**config.mk**
```make
export PLATFORM = sky130hd
export DESIGN_NAME = owfr_top
export DESIGN_NICKNAME = d
export VERILOG_FILES = /design/src/design/owfr_pkg.sv /design/src/design/owfr_top.sv /design/src/design/owfr_reg_mem.sv
export SDC_FILE = /design/constraint.sdc
export NUM_CORES = 1
export LEC_CHECK = 0
export BUFFER_PORTS_ARGS = -buffer_cell sky130_fd_sc_hd__buf_2
export CAP_MARGIN = 15
export CORE_MARGIN = 2
export CORE_UTILIZATION = 30
export DETAILED_ROUTE_END_ITERATION = 8
export GPL_TIMING_DRIVEN = 0
export PLACE_DENSITY = 0.54
export SYNTH_ARGS = -nofsm -noshare
export SYNTH_HDL_FRONTEND = slang
export SYNTH_SLANG_ARGS = --single-unit
```
**constraint.sdc**
```tcl
create_clock -name clk_sys -period 2.1 [get_ports clk_sys]
set_input_delay 0.21 -clock clk_sys [delete_from_list [all_inputs] [get_ports clk_sys]]
set_output_delay 0.21 -clock clk_sys [all_outputs]
set_load 0.1 [all_outputs]
```
**src/design/owfr_pkg.sv**
```systemverilog
// Package: register map, field layout and types of the output word format registers
package owfr_pkg;

	localparam logic [7:0] ADDR_DATA_WORD_CONTROL       = 8'h10;
	localparam logic [7:0] ADDR_PATTERN_LOW_BYTE        = 8'h14;
	localparam logic [7:0] ADDR_PATTERN_MIDDLE_BYTE     = 8'h15;
	localparam logic [7:0] ADDR_PATTERN_HIGH_NIBBLE     = 8'h16;
	localparam logic [7:0] ADDR_OFFSET_CALIBRATION_SEL  = 8'h20;

	localparam logic [7:0] RESET_REG                    = 8'h00;

	localparam int         BIT_DATA_SOURCE_SELECT       = 0;
	localparam int         BIT_PARITY_APPEND_ENABLE     = 1;
	localparam int         POS_SPAN_SELECT              = 2;
	localparam int         RESULT_WIDTH                 = 20;
	localparam int         WORD_WIDTH                   = 22;
	localparam int         REG_COUNT                    = 5;

	typedef enum logic [1:0]
	{
		OWFR_SPAN_4  = 2'h0,
		OWFR_SPAN_8  = 2'h1,
		OWFR_SPAN_12 = 2'h2,
		OWFR_SPAN_16 = 2'h3
	} owfr_span_type;

	typedef enum logic [2:0]
	{
		OWFR_REF_5V0   = 3'h0,
		OWFR_REF_4V5   = 3'h1,
		OWFR_REF_4V096 = 3'h2,
		OWFR_REF_3V3   = 3'h3,
		OWFR_REF_3V0   = 3'h4,
		OWFR_REF_2V5   = 3'h5,
		OWFR_REF_5V0_B = 3'h6,
		OWFR_REF_5V0_C = 3'h7
	} owfr_ref_type;

	// Register bus request as seen from the serial interface
	typedef struct packed
	{
		logic       wr_en;
		logic       rd_en;
		logic [7:0] addr;
		logic [7:0] wdata;
	} owfr_req_type;

	// Decoded format settings used by the word builder
	typedef struct packed
	{
		logic                  data_source_select;
		logic                  parity_append_enable;
		owfr_span_type         short_parity_span_select;
		logic [RESULT_WIDTH-1:0] fixed_output_pattern;
	} owfr_cfg_type;

endpackage

```
**src/design/owfr_top.sv**
```systemverilog
// Top of the output word format registers: register bank and 22-bit word builder
//
// What this block does
// - Each result leaves as a 22-bit word, bits 21..0, shaped by control register.
// - Source select 0 puts conversion result in bits 21..2; 1 puts fixed pattern.
// - Parity disabled drives word bits 1 and 0 to zero.
// - Parity enabled puts even parity of bits 21..2 in bit 1.
// - Bit 0 is even parity of top 4, 8, 12 or 16 bits per span code.
// - Register at 0x14 gives pattern bits 7..0.
// - Register at 0x15 gives pattern bits 15..8.
// - Register at 0x16 bits 3..0 give pattern bits 19..16.
// - Bits 7..4 of control and pattern high registers read zero, not writable.
// - Bits 7..3 of offset calibration register read zero, not writable.
// - Three-bit reference select picks calibration reference; 110 and 111 mean 5.0 V.
`timescale 1ns/1ps
module owfr_top
(
	input  wire logic                                   clk_sys,
	input  wire logic                                   reset,
	input  wire owfr_pkg::owfr_req_type                 req,
	output logic      [7:0]                             rdata_ff,
	input  wire logic                                   result_valid,
	input  wire logic [owfr_pkg::RESULT_WIDTH-1:0]      conversion_result,
	output logic      [owfr_pkg::WORD_WIDTH-1:0]        output_word_ff,
	output logic                                        output_word_valid_ff,
	output owfr_pkg::owfr_ref_type                      ref_select_ff,
	output logic      [2:0]                             ref_code_ff
);

	logic [7:0]                        data_word_control_ff;
	logic [7:0]                        pattern_low_byte_ff;
	logic [7:0]                        pattern_middle_byte_ff;
	logic [7:0]                        pattern_high_nibble_ff;
	logic [7:0]                        offset_calibration_select_ff;
	owfr_pkg::owfr_cfg_type            cfg;
	logic [owfr_pkg::RESULT_WIDTH-1:0] upper_bits;
	logic                              short_span_parity_bit;
	logic                              full_parity_bit;
	logic [owfr_pkg::WORD_WIDTH-1:0]   nxt_output_word;

	owfr_reg_mem u_mem
	(
		.clk_sys                      (clk_sys),
		.reset                        (reset),
		.req                          (req),
		.rdata_ff                     (rdata_ff),
		.data_word_control_ff         (data_word_control_ff),
		.pattern_low_byte_ff          (pattern_low_byte_ff),
		.pattern_middle_byte_ff       (pattern_middle_byte_ff),
		.pattern_high_nibble_ff       (pattern_high_nibble_ff),
		.offset_calibration_select_ff (offset_calibration_select_ff)
	);

	// ****************************************************************
	// Even parity over the top n bits of the 20-bit field
	// ****************************************************************
	function automatic logic top_parity(input logic [19:0] v, input owfr_pkg::owfr_span_type s);
		logic p;
		p = 1'b0;
		case (s)
			owfr_pkg::OWFR_SPAN_4:  p = ^v[19:16];
			owfr_pkg::OWFR_SPAN_8:  p = ^v[19:12];
			owfr_pkg::OWFR_SPAN_12: p = ^v[19:8];
			owfr_pkg::OWFR_SPAN_16: p = ^v[19:4];
			default:                p = 1'b0;
		endcase
		return p;
	endfunction

	// ****************************************************************
	// Word assembly
	// ****************************************************************
	always_comb
	begin
		cfg.data_source_select       = data_word_control_ff[owfr_pkg::BIT_DATA_SOURCE_SELECT];
		cfg.parity_append_enable     = data_word_control_ff[owfr_pkg::BIT_PARITY_APPEND_ENABLE];
		cfg.short_parity_span_select = owfr_pkg::owfr_span_type'(
			data_word_control_ff[owfr_pkg::POS_SPAN_SELECT +: 2]);
		cfg.fixed_output_pattern     = {pattern_high_nibble_ff[3:0],
			pattern_middle_byte_ff,
			pattern_low_byte_ff};
	end

	always_comb
	begin
		upper_bits = cfg.data_source_select ? cfg.fixed_output_pattern : conversion_result;
		full_parity_bit       = ^upper_bits;
		short_span_parity_bit = top_parity(upper_bits, cfg.short_parity_span_select);
		if (cfg.parity_append_enable)
			nxt_output_word = {upper_bits, full_parity_bit, short_span_parity_bit};
		else
			nxt_output_word = {upper_bits, 2'b00};
	end

	// Settings are sampled when the word is built, so a write lands on the next word
	always_ff @(posedge clk_sys)
	begin
		if (reset)
			output_word_ff <= '0;
		else if (result_valid)
			output_word_ff <= nxt_output_word;
	end

	always_ff @(posedge clk_sys)
	begin
		if (reset)
			output_word_valid_ff <= 1'b0;
		else
			output_word_valid_ff <= result_valid;
	end

	// ****************************************************************
	// Offset calibration reference
	// ****************************************************************
	always_ff @(posedge clk_sys)
	begin
		if (reset)
		begin
			ref_select_ff <= owfr_pkg::OWFR_REF_5V0;
			ref_code_ff   <= 3'h0;
		end
		else
		begin
			ref_code_ff <= offset_calibration_select_ff[2:0];
			case (offset_calibration_select_ff[2:0])
				3'h6, 3'h7: ref_select_ff <= owfr_pkg::OWFR_REF_5V0;
				default:    ref_select_ff <= owfr_pkg::owfr_ref_type'(
					offset_calibration_select_ff[2:0]);
			endcase
		end
	end

	// ****************************************************************
	// Checks
	// ****************************************************************
	no_parity_zero_a: assert property (@(posedge clk_sys) disable iff (reset)
		(result_valid && !data_word_control_ff[1]) |=> (output_word_ff[1:0] == 2'b00))
		else $error("parity bits not zero while parity off");
	full_parity_a: assert property (@(posedge clk_sys) disable iff (reset)
		(result_valid && data_word_control_ff[1]) |=> !(^output_word_ff[21:1]))
		else $error("full parity bit wrong");
	short_parity_a: assert property (@(posedge clk_sys) disable iff (reset)
		(result_valid && data_word_control_ff[1] && data_word_control_ff[3:2] == 2'h1)
		|=> (output_word_ff[0] == ^output_word_ff[21:14]))
		else $error("short span parity wrong");
	result_source_a: assert property (@(posedge clk_sys) disable iff (reset)
		(result_valid && !data_word_control_ff[0])
		|=> (output_word_ff[21:2] == $past(conversion_result)))
		else $error("result not passed through");
	pattern_source_a: assert property (@(posedge clk_sys) disable iff (reset)
		(result_valid && data_word_control_ff[0]) |=> (output_word_ff[21:2] ==
		{$past(pattern_high_nibble_ff[3:0]), $past(pattern_middle_byte_ff),
		$past(pattern_low_byte_ff)}))
		else $error("pattern not output");
	reserved_ctrl_a: assert property (@(posedge clk_sys) disable iff (reset)
		(req.rd_en && (req.addr == owfr_pkg::ADDR_DATA_WORD_CONTROL ||
		req.addr == owfr_pkg::ADDR_PATTERN_HIGH_NIBBLE)) |=> (rdata_ff[7:4] == 4'h0))
		else $error("reserved bits set");
	reserved_cal_a: assert property (@(posedge clk_sys) disable iff (reset)
		(req.rd_en && req.addr == owfr_pkg::ADDR_OFFSET_CALIBRATION_SEL) |=> (rdata_ff[7:3] == 5'h00))
		else $error("calibration reserved bits nonzero");
	ref_alias_a: assert property (@(posedge clk_sys) disable iff (reset)
		(offset_calibration_select_ff[2:1] == 2'h3) |=> (ref_select_ff == owfr_pkg::OWFR_REF_5V0))
		else $error("alias code not 5.0 V");
	next_word_a: assert property (@(posedge clk_sys) disable iff (reset)
		(req.wr_en && req.addr == owfr_pkg::ADDR_DATA_WORD_CONTROL && req.wdata[1:0] == 2'h0)
		##1 result_valid |=> (output_word_ff[1:0] == 2'b00))
		else $error("setting not applied to next word");

endmodule

```
**src/design/owfr_reg_mem.sv**
```systemverilog
// Register storage of the output word format block, registered read data
`timescale 1ns/1ps
module owfr_reg_mem
(
	input  wire logic                  clk_sys,
	input  wire logic                  reset,
	input  wire owfr_pkg::owfr_req_type req,
	output logic      [7:0]            rdata_ff,
	output logic      [7:0]            data_word_control_ff,
	output logic      [7:0]            pattern_low_byte_ff,
	output logic      [7:0]            pattern_middle_byte_ff,
	output logic      [7:0]            pattern_high_nibble_ff,
	output logic      [7:0]            offset_calibration_select_ff
);

	// ****************************************************************
	// Writes; read-only bits are never stored
	// ****************************************************************
	always_ff @(posedge clk_sys)
	begin
		if (reset)
		begin
			data_word_control_ff         <= owfr_pkg::RESET_REG;
			pattern_low_byte_ff          <= owfr_pkg::RESET_REG;
			pattern_middle_byte_ff       <= owfr_pkg::RESET_REG;
			pattern_high_nibble_ff       <= owfr_pkg::RESET_REG;
			offset_calibration_select_ff <= owfr_pkg::RESET_REG;
		end
		else if (req.wr_en)
		begin
			case (req.addr)
				owfr_pkg::ADDR_DATA_WORD_CONTROL:
					data_word_control_ff <= {4'h0, req.wdata[3:0]};
				owfr_pkg::ADDR_PATTERN_LOW_BYTE:
					pattern_low_byte_ff <= req.wdata;
				owfr_pkg::ADDR_PATTERN_MIDDLE_BYTE:
					pattern_middle_byte_ff <= req.wdata;
				owfr_pkg::ADDR_PATTERN_HIGH_NIBBLE:
					pattern_high_nibble_ff <= {4'h0, req.wdata[3:0]};
				owfr_pkg::ADDR_OFFSET_CALIBRATION_SEL:
					offset_calibration_select_ff <= {5'h00, req.wdata[2:0]};
				default:
					;
			endcase
		end
	end

	// ****************************************************************
	// Registered read; unmapped addresses read zero
	// ****************************************************************
	always_ff @(posedge clk_sys)
	begin
		if (reset)
			rdata_ff <= owfr_pkg::RESET_REG;
		else if (req.rd_en)
		begin
			case (req.addr)
				owfr_pkg::ADDR_DATA_WORD_CONTROL:      rdata_ff <= data_word_control_ff;
				owfr_pkg::ADDR_PATTERN_LOW_BYTE:       rdata_ff <= pattern_low_byte_ff;
				owfr_pkg::ADDR_PATTERN_MIDDLE_BYTE:    rdata_ff <= pattern_middle_byte_ff;
				owfr_pkg::ADDR_PATTERN_HIGH_NIBBLE:    rdata_ff <= pattern_high_nibble_ff;
				owfr_pkg::ADDR_OFFSET_CALIBRATION_SEL: rdata_ff <= offset_calibration_select_ff;
				default:                               rdata_ff <= 8'h00;
			endcase
		end
	end

endmodule

```
After elaboration in Yosys (flattened, before gate mapping). Cells that the tools add are included.

Register bits: 64. Input bits: 41.

Equality and inequality tests: 10. Muxes and demuxes: 4. Reduce and logical (&&, ||, !) cells: 12.

Operator list (count): one-hot mux 8 bit (5 select lines) (1); equality test 8 x 5 -> 1 bit (second input constant) (4); two-way mux 20 bit (1); parity 20 bit (1); parity 16 bit (1); parity 12 bit (1); AND reduction 2 bit (5); equality test 8 x 6 -> 1 bit (second input constant) (1); parity 8 bit (1); equality test 3 bit (second input constant) (2); equality test 2 bit (second input constant) (2); one-hot mux 1 bit (4 select lines) (1); parity 4 bit (1); OR reduction 3 bit (1); equality test 2 x 1 -> 1 bit (second input constant) (1); zero test 2 bit (1); two-way mux 2 bit (1).

Depth between registers and ports, before layout. Gate-level depths: netlist of run 1.

Depth after elaboration: 4. Gate-level depth with buffers: 7. Mapped depth without buffers: 6.

Modules after synthesis. Synthesis of run 1 repeated with hierarchy kept, for this count alone.

Cell total of the unflattened synthesis: 333. Area total of the unflattened synthesis: 3185.6 um^2.

By module, submodules not included: owfr_reg_mem (instances 1, cells each 170, area an instance 1619.1 um^2); owfr_top (instances 1, cells each 163, area an instance 1566.5 um^2).

Worst setup path after synthesis of run 1. Ideal clock, no wire load.

Path type: reg2reg. From: register u_mem.pattern_high_nibble_ff[1]. To: register output_word_ff[1] in the netlist's numbering. Data arrival time: 1939 ps. Slack: 66 ps. Stages on the path, launching flop included: 7. Path buffers: 0. Clock period less this slack: 2034 ps. Cells stage by stage: dfxtp_1 xor2_1 mux2i_1 xnor2_1 xor3_1 or4_1 o311ai_1.

Cells in the longest elaborated chain, start to end: 3.

Ends and longest elaborated chain: start: declaration (line owfr_reg_mem.sv:12) `output logic [7:0] pattern_high_nibble_ff,`; start signal: assignment (line owfr_reg_mem.sv:26) `pattern_high_nibble_ff <= owfr_pkg::RESET_REG;`; start signal: assignment (line owfr_reg_mem.sv:39) `pattern_high_nibble_ff <= {4'h0, req.wdata[3:0]};`; two-way mux 20 bit (line owfr_top.sv:86) `upper_bits = cfg.data_source_select ? cfg.fixed_output_pattern : conversion_result;`; parity 20 bit (line owfr_top.sv:87) `full_parity_bit = ^upper_bits;`; two-way mux 2 bit (line owfr_top.sv:89) `if (cfg.parity_append_enable)`; end signal: assignment (line owfr_top.sv:101) `output_word_ff <= nxt_output_word;`; end: declaration (line owfr_top.sv:24) `output logic [owfr_pkg::WORD_WIDTH-1:0] output_word_ff,`.

Every way passes these cells. A chain may end at the register's enable or synchronous reset.

Final worst setup path of run 1.
From: register u_mem.pattern_high_nibble_ff[0]. To: register output_word_ff[1] in the netlist's numbering.

The elaborated chain is that of the path after synthesis.

==> results.json, run 1 <==
{
  "synthToLayoutAreaGrowth_pct": 27.8,
  "drcViolationCount": 0,
  "ioPinCount": 78,
  "worstRegToRegCells": 6,
  "die_w_um": 105,
  "dr.pass1.iters": 5,
  "overflow": 0,
  "tightest_slew_ps": 943,
  "cp-end-kind": "flop",
  "antenna_cells": 0,
  "final_util": 0.397,
  "r2r_start": "u_mem.pattern_high_nibble_ff[0]$_SDFFE_PP0P_",
  "synth-seq-area-share": 0.418,
  "rows": 36,
  "synth_area_um2": 3060,
  "yosys.cell_count.top_type": "dfxtp_1",
  "finClkSkew_ps": 9.29,
  "cts-root-buf": "clkbuf_8",
  "synth_edf_count": 0,
  "crit_path_top_delay_cell": "xor3_1",
  "path_clk_slew_ps": 70,
  "crit_family": "XOR/XNOR gates",
  "wirelength_um": 8820,
  "cp.arrival_ps": 2250,
  "path_buf_inv": 0,
  "vias_per_cell": 4.89,
  "clockBufferDepth": 2,
  "vias": 2826,
  "max-slew-margin-rel": 0.370,
  "crit_fanout": 4,
  "synth_top_area_cell": "dfxtp_1",
  "drt_iter0_markers": 241,
  "netlist_top_cells_area": "dfxtp_1 (42%), mux2i_1 (9.5%), a21oi_1 (5.6%)",
  "postSynth.asyncResetShare": 0,
  "critPathMaxStageDelay_ps": 470,
  "grt_pass1_vias": 2674,
  "clk_latency_ps": 340,
  "setup_violations": 0,
  "ys.flop_type": "dfxtp_1",
  "p_leak_nw": 1.47,
  "port_buffers": 74,
  "avgRoutedWirePerCell_um": 15.3,
  "place_congestion": 0.811,
  "cp-start-kind": "flop",
  "p_per_area_nw_per_um2": 799,
  "cp-endpoint": "output_word_ff[1]$_SDFFE_PP0P_",
  "fmax_ghz": 0.498,
  "crit_type": "reg -> reg",
  "die_area_um2": 11000,
  "synthCells": 348,
  "maxCapViolCount": 0,
  "finalCriticalPeriod_ps": 2010,
  "critPathRequiredTime_ps": 2350,
  "drive_gt1_frac": 0.240,
  "gr-usage-all-layers": 0.161,
  "tritoncts": "done",
  "finalHoldViolations": 0,
  "core_um2": 9860,
  "nets": 481,
  "cts_max_level": 3,
  "grt_pass1_wl_um": 13900,
  "rsz0062_at_grt": "no",
  "ys_types": 37,
  "crit_chain": "xor2_1 > mux2i_1 > xnor2_2 > xor3_1 > or4_1 > o311ai_1",
  "cts_buffers": 9,
  "ir_drop_mv": 0.284,
  "startpoint": "u_mem.pattern_high_nibble_ff[0]$_SDFFE_PP0P_",
  "synth_top_cells_by_count": "dfxtp_1 (64), nand2_1 (37), a21oi_1 (34)",
  "ys_seq_elements": 64,
  "hold_path.class": "in -> reg",
  "rrSetupSlack_ps": 90,
  "syn_nets": 389,
  "yosysWarnings": 0,
  "start_util": 0.311,
  "dp_hpwl_um": 6590,
  "synth_top_area_frac": 0.418,
  "cts.sinks": 64,
  "syn_avg_cell_area_um2": 8.81,
  "antenna_found_initial": 0,
  "fin_crit_sh": 0.955,
  "hold-worst-slack_ps": 122,
  "ant_nets": 0,
  "cp.depth": 6,
  "drv_slew": 0,
  "grt_max_degree": 12,
  "timing.rr.end": "output_word_ff[1]$_SDFFE_PP0P_",
  "die_h_um": 105,
  "status": "completed"
}
==> power breakdown <==
group | total (mW) | leakage (nW) | internal [mW] | switching [mW]
sequential | 1.26 | 0.522 | 1.24 | 0.0151
clock | 1.29 | 0.116 | 0.785 | 0.501
combinational | 0.585 | 0.835 | 0.180 | 0.404
==> state kept, by name (all words and copies together) (netlist names) <==
| signal | count |
|---|---|
| u_mem.rdata_ff | 8 |
| output_word_valid_ff | 1 |
| u_mem.pattern_high_nibble_ff | 4 |
| ref_code_ff | 3 |
| u_mem.data_word_control_ff | 4 |
| u_mem.offset_calibration_select_ff | 3 |
| output_word_ff | 22 |
| ref_select_ff | 3 |
| u_mem.pattern_middle_byte_ff | 8 |
| u_mem.pattern_low_byte_ff | 8 |
==> worst reg2reg max path, stage by stage, from the launching register on <==
cell and delay, ps:
dfxtp_2 350, xor2_1 160, mux2i_1 250, xnor2_2 180, xor3_1 470, or4_1 420, o311ai_1 80
==> routing by layer <==
layer,global-route usage,routed length (um),part of all wire
met2,0.250,4060,0.46
met4,0.0533,95,0.011
met3,0.0424,575,0.065
met1,0.218,4090,0.46
met5,0,0,0
==> per-stage QoR <==
stage	instance area (um^2)	power (mW)	setup TNS, ps	setup slack [ps]	cells
final	3920	3.13	0	93.8	578
after global routing	3920	3.25	0	5.42	578
after CTS	3900	3.14	0	36.7	576
after detailed placement	3600	1.83	-387	-213	555
after global placement	3600	1.82	-274	-167	555
after floorplan	3060	1.70	0	65.8	348
==> cell families (layout without fill, tap and decap cells) <==
logic type      Yosys count  after routing  synth area share
compound gates           75             75             0.163
xor+xnor                 29             29            0.0902
simple gates            123            123             0.187
mux                      30             30             0.102
flops                    64             64             0.418
buf+inv                  27            124            0.0392
==> placed cells by master, fill, tap and decap left out, types with 9 or more instances in the layout <==
cell / n
a211oi_1: 21
a21oi_1: 34
buf_2: 74
clkbuf_1: 19
clkbuf_8: 9
dfxtp_1: 62
mux2i_1: 27
nand2_1: 37
nand3_1: 29
nor2_1: 33
nor2b_1: 12
xnor2_1: 14
xor2_1: 12
==> how the worst min path moves through the flow <==
| stage | from | endpoint | slack, ps | depth (start not counted) |
|---|---|---|---|---|
| after floorplan | req[0] | u_mem.offset_calibration_select_ff[0]$_SDFFE_PP0P_ | 360 | 2 |
| after detailed placement | u_mem.offset_calibration_select_ff[0]$_SDFFE_PP0P_ | u_mem.offset_calibration_select_ff[0]$_SDFFE_PP0P_ | 480 | 2 |
| after global placement | output_word_ff[8]$_SDFFE_PP0P_ | output_word_ff[8]$_SDFFE_PP0P_ | 480 | 2 |
| after global routing | req[6] | u_mem.pattern_middle_byte_ff[6]$_SDFFE_PP0P_ | 130 | 3 |
| final | req[5] | u_mem.pattern_low_byte_ff[5]$_SDFFE_PP0P_ | 120 | 3 |
| after CTS | req[5] | u_mem.pattern_low_byte_ff[5]$_SDFFE_PP0P_ | 120 | 3 |
==> repair_timing <==
action | 4_1_cts | 5_1_grt
setup endpoints to repair | 1 | 2
gates cloned | 0 | 0
endpoints found under the hold margin | 0 | 0
hold buffers | 0 | 0
gates resized for setup | 5 | 2
pin swaps | 4 | 2
buffers inserted | 5 | 2
==> area by class of cell <==
| type | count | area [um^2] |
|---|---|---|
| sequential | 64 | 1280 |
| timing repair buffer | 81 | 423 |
| clock inverter | 6 | 108 |
| inverter | 3 | 11.3 |
| multi-input combinational | 257 | 1680 |
| tap | 133 | 166 |
| clock buffer | 10 | 128 |
| fill | 1060 | 5950 |
| buffer | 24 | 118 |
Power figures use the tool's default switching activity.
==> inputs of run 2 (changes only) <==
--- a/config.mk
+++ b/config.mk
@@ -5,13 +5,13 @@
 export SDC_FILE = /design/constraint.sdc
 export NUM_CORES = 1
 export LEC_CHECK = 0
-export BUFFER_PORTS_ARGS = -buffer_cell sky130_fd_sc_hd__buf_2
 export CAP_MARGIN = 15
 export CORE_MARGIN = 2
 export CORE_UTILIZATION = 30
 export DETAILED_ROUTE_END_ITERATION = 8
+export DONT_BUFFER_PORTS = 1
 export GPL_TIMING_DRIVEN = 0
-export PLACE_DENSITY = 0.54
+export PLACE_DENSITY = 0.47
 export SYNTH_ARGS = -nofsm -noshare
 export SYNTH_HDL_FRONTEND = slang
 export SYNTH_SLANG_ARGS = --single-unit
==> results.json, run 2 (same netlist as run 1, synthesis figures left out) <==
{
  "grt_max_degree": 11,
  "status": "completed",
  "p_leak_nw": 1.16,
  "overflow": 0,
  "drt_iter0_markers": 127,
  "ant_nets": 0,
  "cp-end-kind": "flop",
  "hold-worst-slack_ps": 10.7,
  "setup_violations": 0,
  "p_per_area_nw_per_um2": 811,
  "cp.arrival_ps": 2230,
  "tightest_slew_ps": 1010,
  "path_clk_slew_ps": 70,
  "dr.pass1.iters": 4,
  "largest_reg_flops": 22,
  "tritoncts": "done",
  "ioPinCount": 78,
  "vias": 2569,
  "cts-root-buf": "clkbuf_8",
  "critPathRequiredTime_ps": 2360,
  "cts_max_level": 3,
  "cts.sinks": 64,
  "finalHoldViolations": 0,
  "drv_slew": 0,
  "core_um2": 9860,
  "regMostFlops": "output_word_ff",
  "cts_buffers": 9,
  "fin_total_pwr_mw": 2.93,
  "rows": 36,
  "die_area_um2": 11000,
  "crit_type": "reg -> reg",
  "final_cell_mix": "dfxtp_1 (60), nand2_1 (37), a21oi_1 (34), nor2_1 (33), nand3_1 (29)",
  "place_congestion": 0.804,
  "grt_pass1_vias": 2516,
  "drive_gt1_frac": 0.0904,
  "max-slew-margin-rel": 0.323,
  "nets": 413,
  "antenna_cells": 0,
  "gr-usage-all-layers": 0.165,
  "start_util": 0.311,
  "maxCapViolCount": 0,
  "die_w_um": 105,
  "clk_latency_ps": 350,
  "finalCriticalPeriod_ps": 1970,
  "crit_fanout": 4,
  "grt_pass1_wl_um": 13900,
  "dp_hpwl_um": 6490,
  "avgRoutedWirePerCell_um": 17.3,
  "finClkSkew_ps": 8.56,
  "drcViolationCount": 0,
  "wirelength_um": 8830,
  "fin_crit_sh": 0.938,
  "ir_drop_mv": 0.309,
  "tns_ps": 0,
  "fill_cells": 1028,
  "die_h_um": 105,
  "rsz0062_at_grt": "no",
  "synthToLayoutAreaGrowth_pct": 17.8,
  "hold_path.class": "in -> reg",
  "vias_per_cell": 5.05,
  "clockBufferDepth": 2,
  "cp-start-kind": "flop",
  "antenna_found_initial": 0,
  "fmax_ghz": 0.508,
  "port_buffers": 0,
  "final_common_cell": "dfxtp_1"
}
## run 2: cell types whose count changed in the layout (fill, tap and decap cells not counted), moves of 2 or more
| cell | previous run | this run |
|---|---|---|
| buf_2 | 74 | 0 |
| dfxtp_1 | 62 | 60 |
| mux2i_4 | 1 | 3 |
| dlygate4sd3_1 | 0 | 7 |
| mux2i_2 | 2 | 0 |
## run 2: critical path, stage by stage, from the launching register on
cell	delay (ps)
dfxtp_4	370
xor2_1	150
mux2i_1	250
xnor2_2	180
xor3_1	460
or4_1	400
o311ai_1	80
## run 2: metal layers
layer	track usage	share of wire	up-vias
met3	0.0574	0.078	4
li1	-	-	1284
met2	0.257	0.48	70
met1	0.209	0.44	1211
met5	0	0	-
met4	0.0667	0.010	0
## run 2: worst paths after layout
check / endpoint / slack (ps) / from / depth (start not counted)
setup / recovery: output_word_ff[1]$_SDFFE_PP0P_ / 130 / u_mem.pattern_high_nibble_ff[0]$_SDFFE_PP0P_ / 6
hold / removal: u_mem.pattern_low_byte_ff[4]$_SDFFE_PP0P_ / 10 / req[4] / 2
setup reg to reg: output_word_ff[1]$_SDFFE_PP0P_ / 130 / u_mem.pattern_high_nibble_ff[0]$_SDFFE_PP0P_ / 6
hold reg to reg: u_mem.offset_calibration_select_ff[0]$_SDFFE_PP0P_ / 480 / u_mem.offset_calibration_select_ff[0]$_SDFFE_PP0P_ / 2
## run 2: through the flow
step	std cells	util	instance area (um^2)	worst slack, ps
6_report	509	0.366	3610	130
5_1_grt	509	0.366	3610	20.0
4_1_cts	509	0.365	3600	14.2
3_5_place_dp	481	0.327	3230	-219
3_3_place_gp	481	0.327	3230	-184
2_1_floorplan	348	-	3060	65.8
## run 2: layout make-up
| cell class | instances | area [um^2] | area share |
|---|---|---|---|
| Clock buffer | 11 | 131 | 0.0364 |
| Buffer | 24 | 118 | 0.0326 |
| Clock inverter | 4 | 70.1 | 0.0194 |
| Sequential cell | 64 | 1290 | 0.357 |
| Multi-Input combinational cell | 257 | 1710 | 0.474 |
| Inverter | 3 | 11.3 | 0.00312 |
| Tap cell | 133 | 166 | 0.0461 |
| Timing Repair Buffer | 13 | 115 | 0.0319 |
## run 2: power by group
| group | internal (mW) | switching, mW | leakage [nW] |
|---|---|---|---|
| registers | 1.24 | 0.240 | 0.524 |
| logic | 0.147 | 0.151 | 0.530 |
| clock network | 0.659 | 0.487 | 0.103 |
| total | 2.05 | 0.878 | 1.16 |
## run 2: what timing repair did
item,in CTS,in global routing
hold buffers,7,0
setup endpoints to repair,1,1
pin swaps,4,3
hold endpoints to repair,13,0
buffers inserted,6,0
resized for setup,9,5
==> inputs of run 3 (changes only) <==
--- a/config.mk
+++ b/config.mk
@@ -6,8 +6,9 @@
 export NUM_CORES = 1
 export LEC_CHECK = 0
 export CAP_MARGIN = 15
-export CORE_MARGIN = 2
+export CORE_MARGIN = 1
 export CORE_UTILIZATION = 30
+export CTS_CLUSTER_SIZE = 40
 export DETAILED_ROUTE_END_ITERATION = 8
 export DONT_BUFFER_PORTS = 1
 export GPL_TIMING_DRIVEN = 0
==> results.json, run 3 (same netlist as run 1, synthesis figures left out) <==
{
  "crit_path_top_delay_cell": "xor3_1",
  "avgRoutedWirePerCell_um": 16.7,
  "vias_per_cell": 5.18,
  "grt_max_degree": 11,
  "grt_pass1_wl_um": 12900,
  "dp_hpwl_um": 6390,
  "drive_gt1_frac": 0.103,
  "crit_family": "XOR/XNOR gates",
  "cp-end-kind": "flop",
  "path_clk_slew_ps": 70,
  "die_w_um": 103,
  "fin_crit_sh": 0.925,
  "cp-start-kind": "flop",
  "drcViolationCount": 0,
  "regMostFlops": "output_word_ff",
  "fin_total_pwr_mw": 2.87,
  "gr-usage-all-layers": 0.165,
  "cts_max_level": 3,
  "port_buffers": 0,
  "place_congestion": 0.802,
  "wirelength_um": 8580,
  "rsz0062_at_grt": "no",
  "ant_nets": 0,
  "fill_cells": 1054,
  "finalCriticalPeriod_ps": 1940,
  "clockBufferDepth": 2,
  "finalHoldViolations": 0,
  "cts-root-buf": "clkbuf_8",
  "tightest_slew_ps": 1020,
  "p_per_area_nw_per_um2": 778,
  "setup_violations": 0,
  "cts_buffers": 9,
  "finClkSkew_ps": 12.2,
  "final_cell_mix": "dfxtp_1 (59), nand2_1 (37), a21oi_1 (34), nor2_1 (33), nand3_1 (29)",
  "ir_drop_mv": 0.249,
  "maxCapViolCount": 0,
  "critPathMaxStageDelay_ps": 450,
  "dr.pass1.iters": 6,
  "nets": 416,
  "start_util": 0.312,
  "ioPinCount": 78,
  "path_buf_inv": 0,
  "clk_latency_ps": 350,
  "vias": 2656,
  "synthToLayoutAreaGrowth_pct": 20.5,
  "tritoncts": "done",
  "crit_chain": "xor2_1 > mux2i_1 > xnor2_2 > xor3_1 > or4_1 > o311ai_1",
  "drv_slew": 0,
  "rows": 36,
  "antenna_cells": 0,
  "antenna_found_initial": 0,
  "core_um2": 9820,
  "overflow": 0,
  "die_area_um2": 10600,
  "post-place-ws_ps": -203,
  "grt_pass1_vias": 2444,
  "largest_reg_flops": 22,
  "crit_type": "reg -> reg",
  "critPathRequiredTime_ps": 2350,
  "crit_fanout": 4,
  "status": "completed",
  "final_common_cell": "dfxtp_1",
  "p_leak_nw": 1.18,
  "hold_path.class": "in -> reg",
  "setup_slack_ps": 157,
  "fmax_ghz": 0.515,
  "cts.sinks": 64,
  "max-slew-margin-rel": 0.320,
  "die_h_um": 103,
  "cp.arrival_ps": 2200,
  "drt_iter0_markers": 136
}
-- run 3: final timing paths --
check	slack (ps)	cells after the start	start	to
worst max-delay path	160	6	u_mem.pattern_high_nibble_ff[3]$_SDFFE_PP0P_	output_word_ff[1]$_SDFFE_PP0P_
worst min-delay path	5	2	req[3]	u_mem.pattern_high_nibble_ff[3]$_SDFFE_PP0P_
worst max register to register	160	6	u_mem.pattern_high_nibble_ff[3]$_SDFFE_PP0P_	output_word_ff[1]$_SDFFE_PP0P_
worst min register to register	490	2	u_mem.offset_calibration_select_ff[0]$_SDFFE_PP0P_	u_mem.offset_calibration_select_ff[0]$_SDFFE_PP0P_
-- run 3: cell type report --
type	count	area, um^2	area share
Tap cell	133	166	0.0451
Timing Repair Buffer	16	170	0.0461
Buffer	24	118	0.0319
Clock buffer	13	159	0.0431
Inverter	3	11.3	0.00305
Clock inverter	3	40.0	0.0108
Multi-Input combinational cell	257	1740	0.471
Sequential cell	64	1290	0.349
-- run 3: repair_timing --
item	4_1_cts	5_1_grt
setup endpoints to repair	1	2
pin swaps	2	3
setup buffers	3	3
hold buffers	10	0
endpoints found under the hold margin	19	0
resized for setup	9	10
cloned	0	0
-- run 3: power breakdown --
group / total, mW / leakage, nW / internal (mW) / switching (mW)
Clock: 1.08 / 0.103 / 0.610 / 0.472
Combinational: 0.307 / 0.554 / 0.152 / 0.154
Sequential: 1.48 / 0.524 / 1.24 / 0.239
Total: 2.87 / 1.18 / 2.01 / 0.865
-- run 3: stage by stage --
| step | utilization | hold slack [ps] | setup TNS (ps) | std cells | area, um^2 |
|---|---|---|---|---|---|
| after global routing | 0.376 | 11.7 | 0 | 513 | 3690 |
| after detailed placement | 0.329 | 366 | -269 | 481 | 3230 |
| after floorplan | - | 357 | 0 | 348 | 3060 |
| after global placement | 0.329 | 360 | -190 | 481 | 3230 |
| final | 0.376 | 4.75 | 0 | 513 | 3690 |
| after CTS | 0.368 | 0.0968 | 0 | 510 | 3610 |
-- run 3: layer usage --
| metal | global-route usage | vias up | routed length (um) |
|---|---|---|---|
| li1 | - | 1297 | - |
| met1 | 0.209 | 1251 | 3750 |
| met2 | 0.256 | 92 | 3970 |
| met3 | 0.0502 | 16 | 671 |
| met4 | 0.0737 | 0 | 185 |
| met5 | 0 | - | 0 |
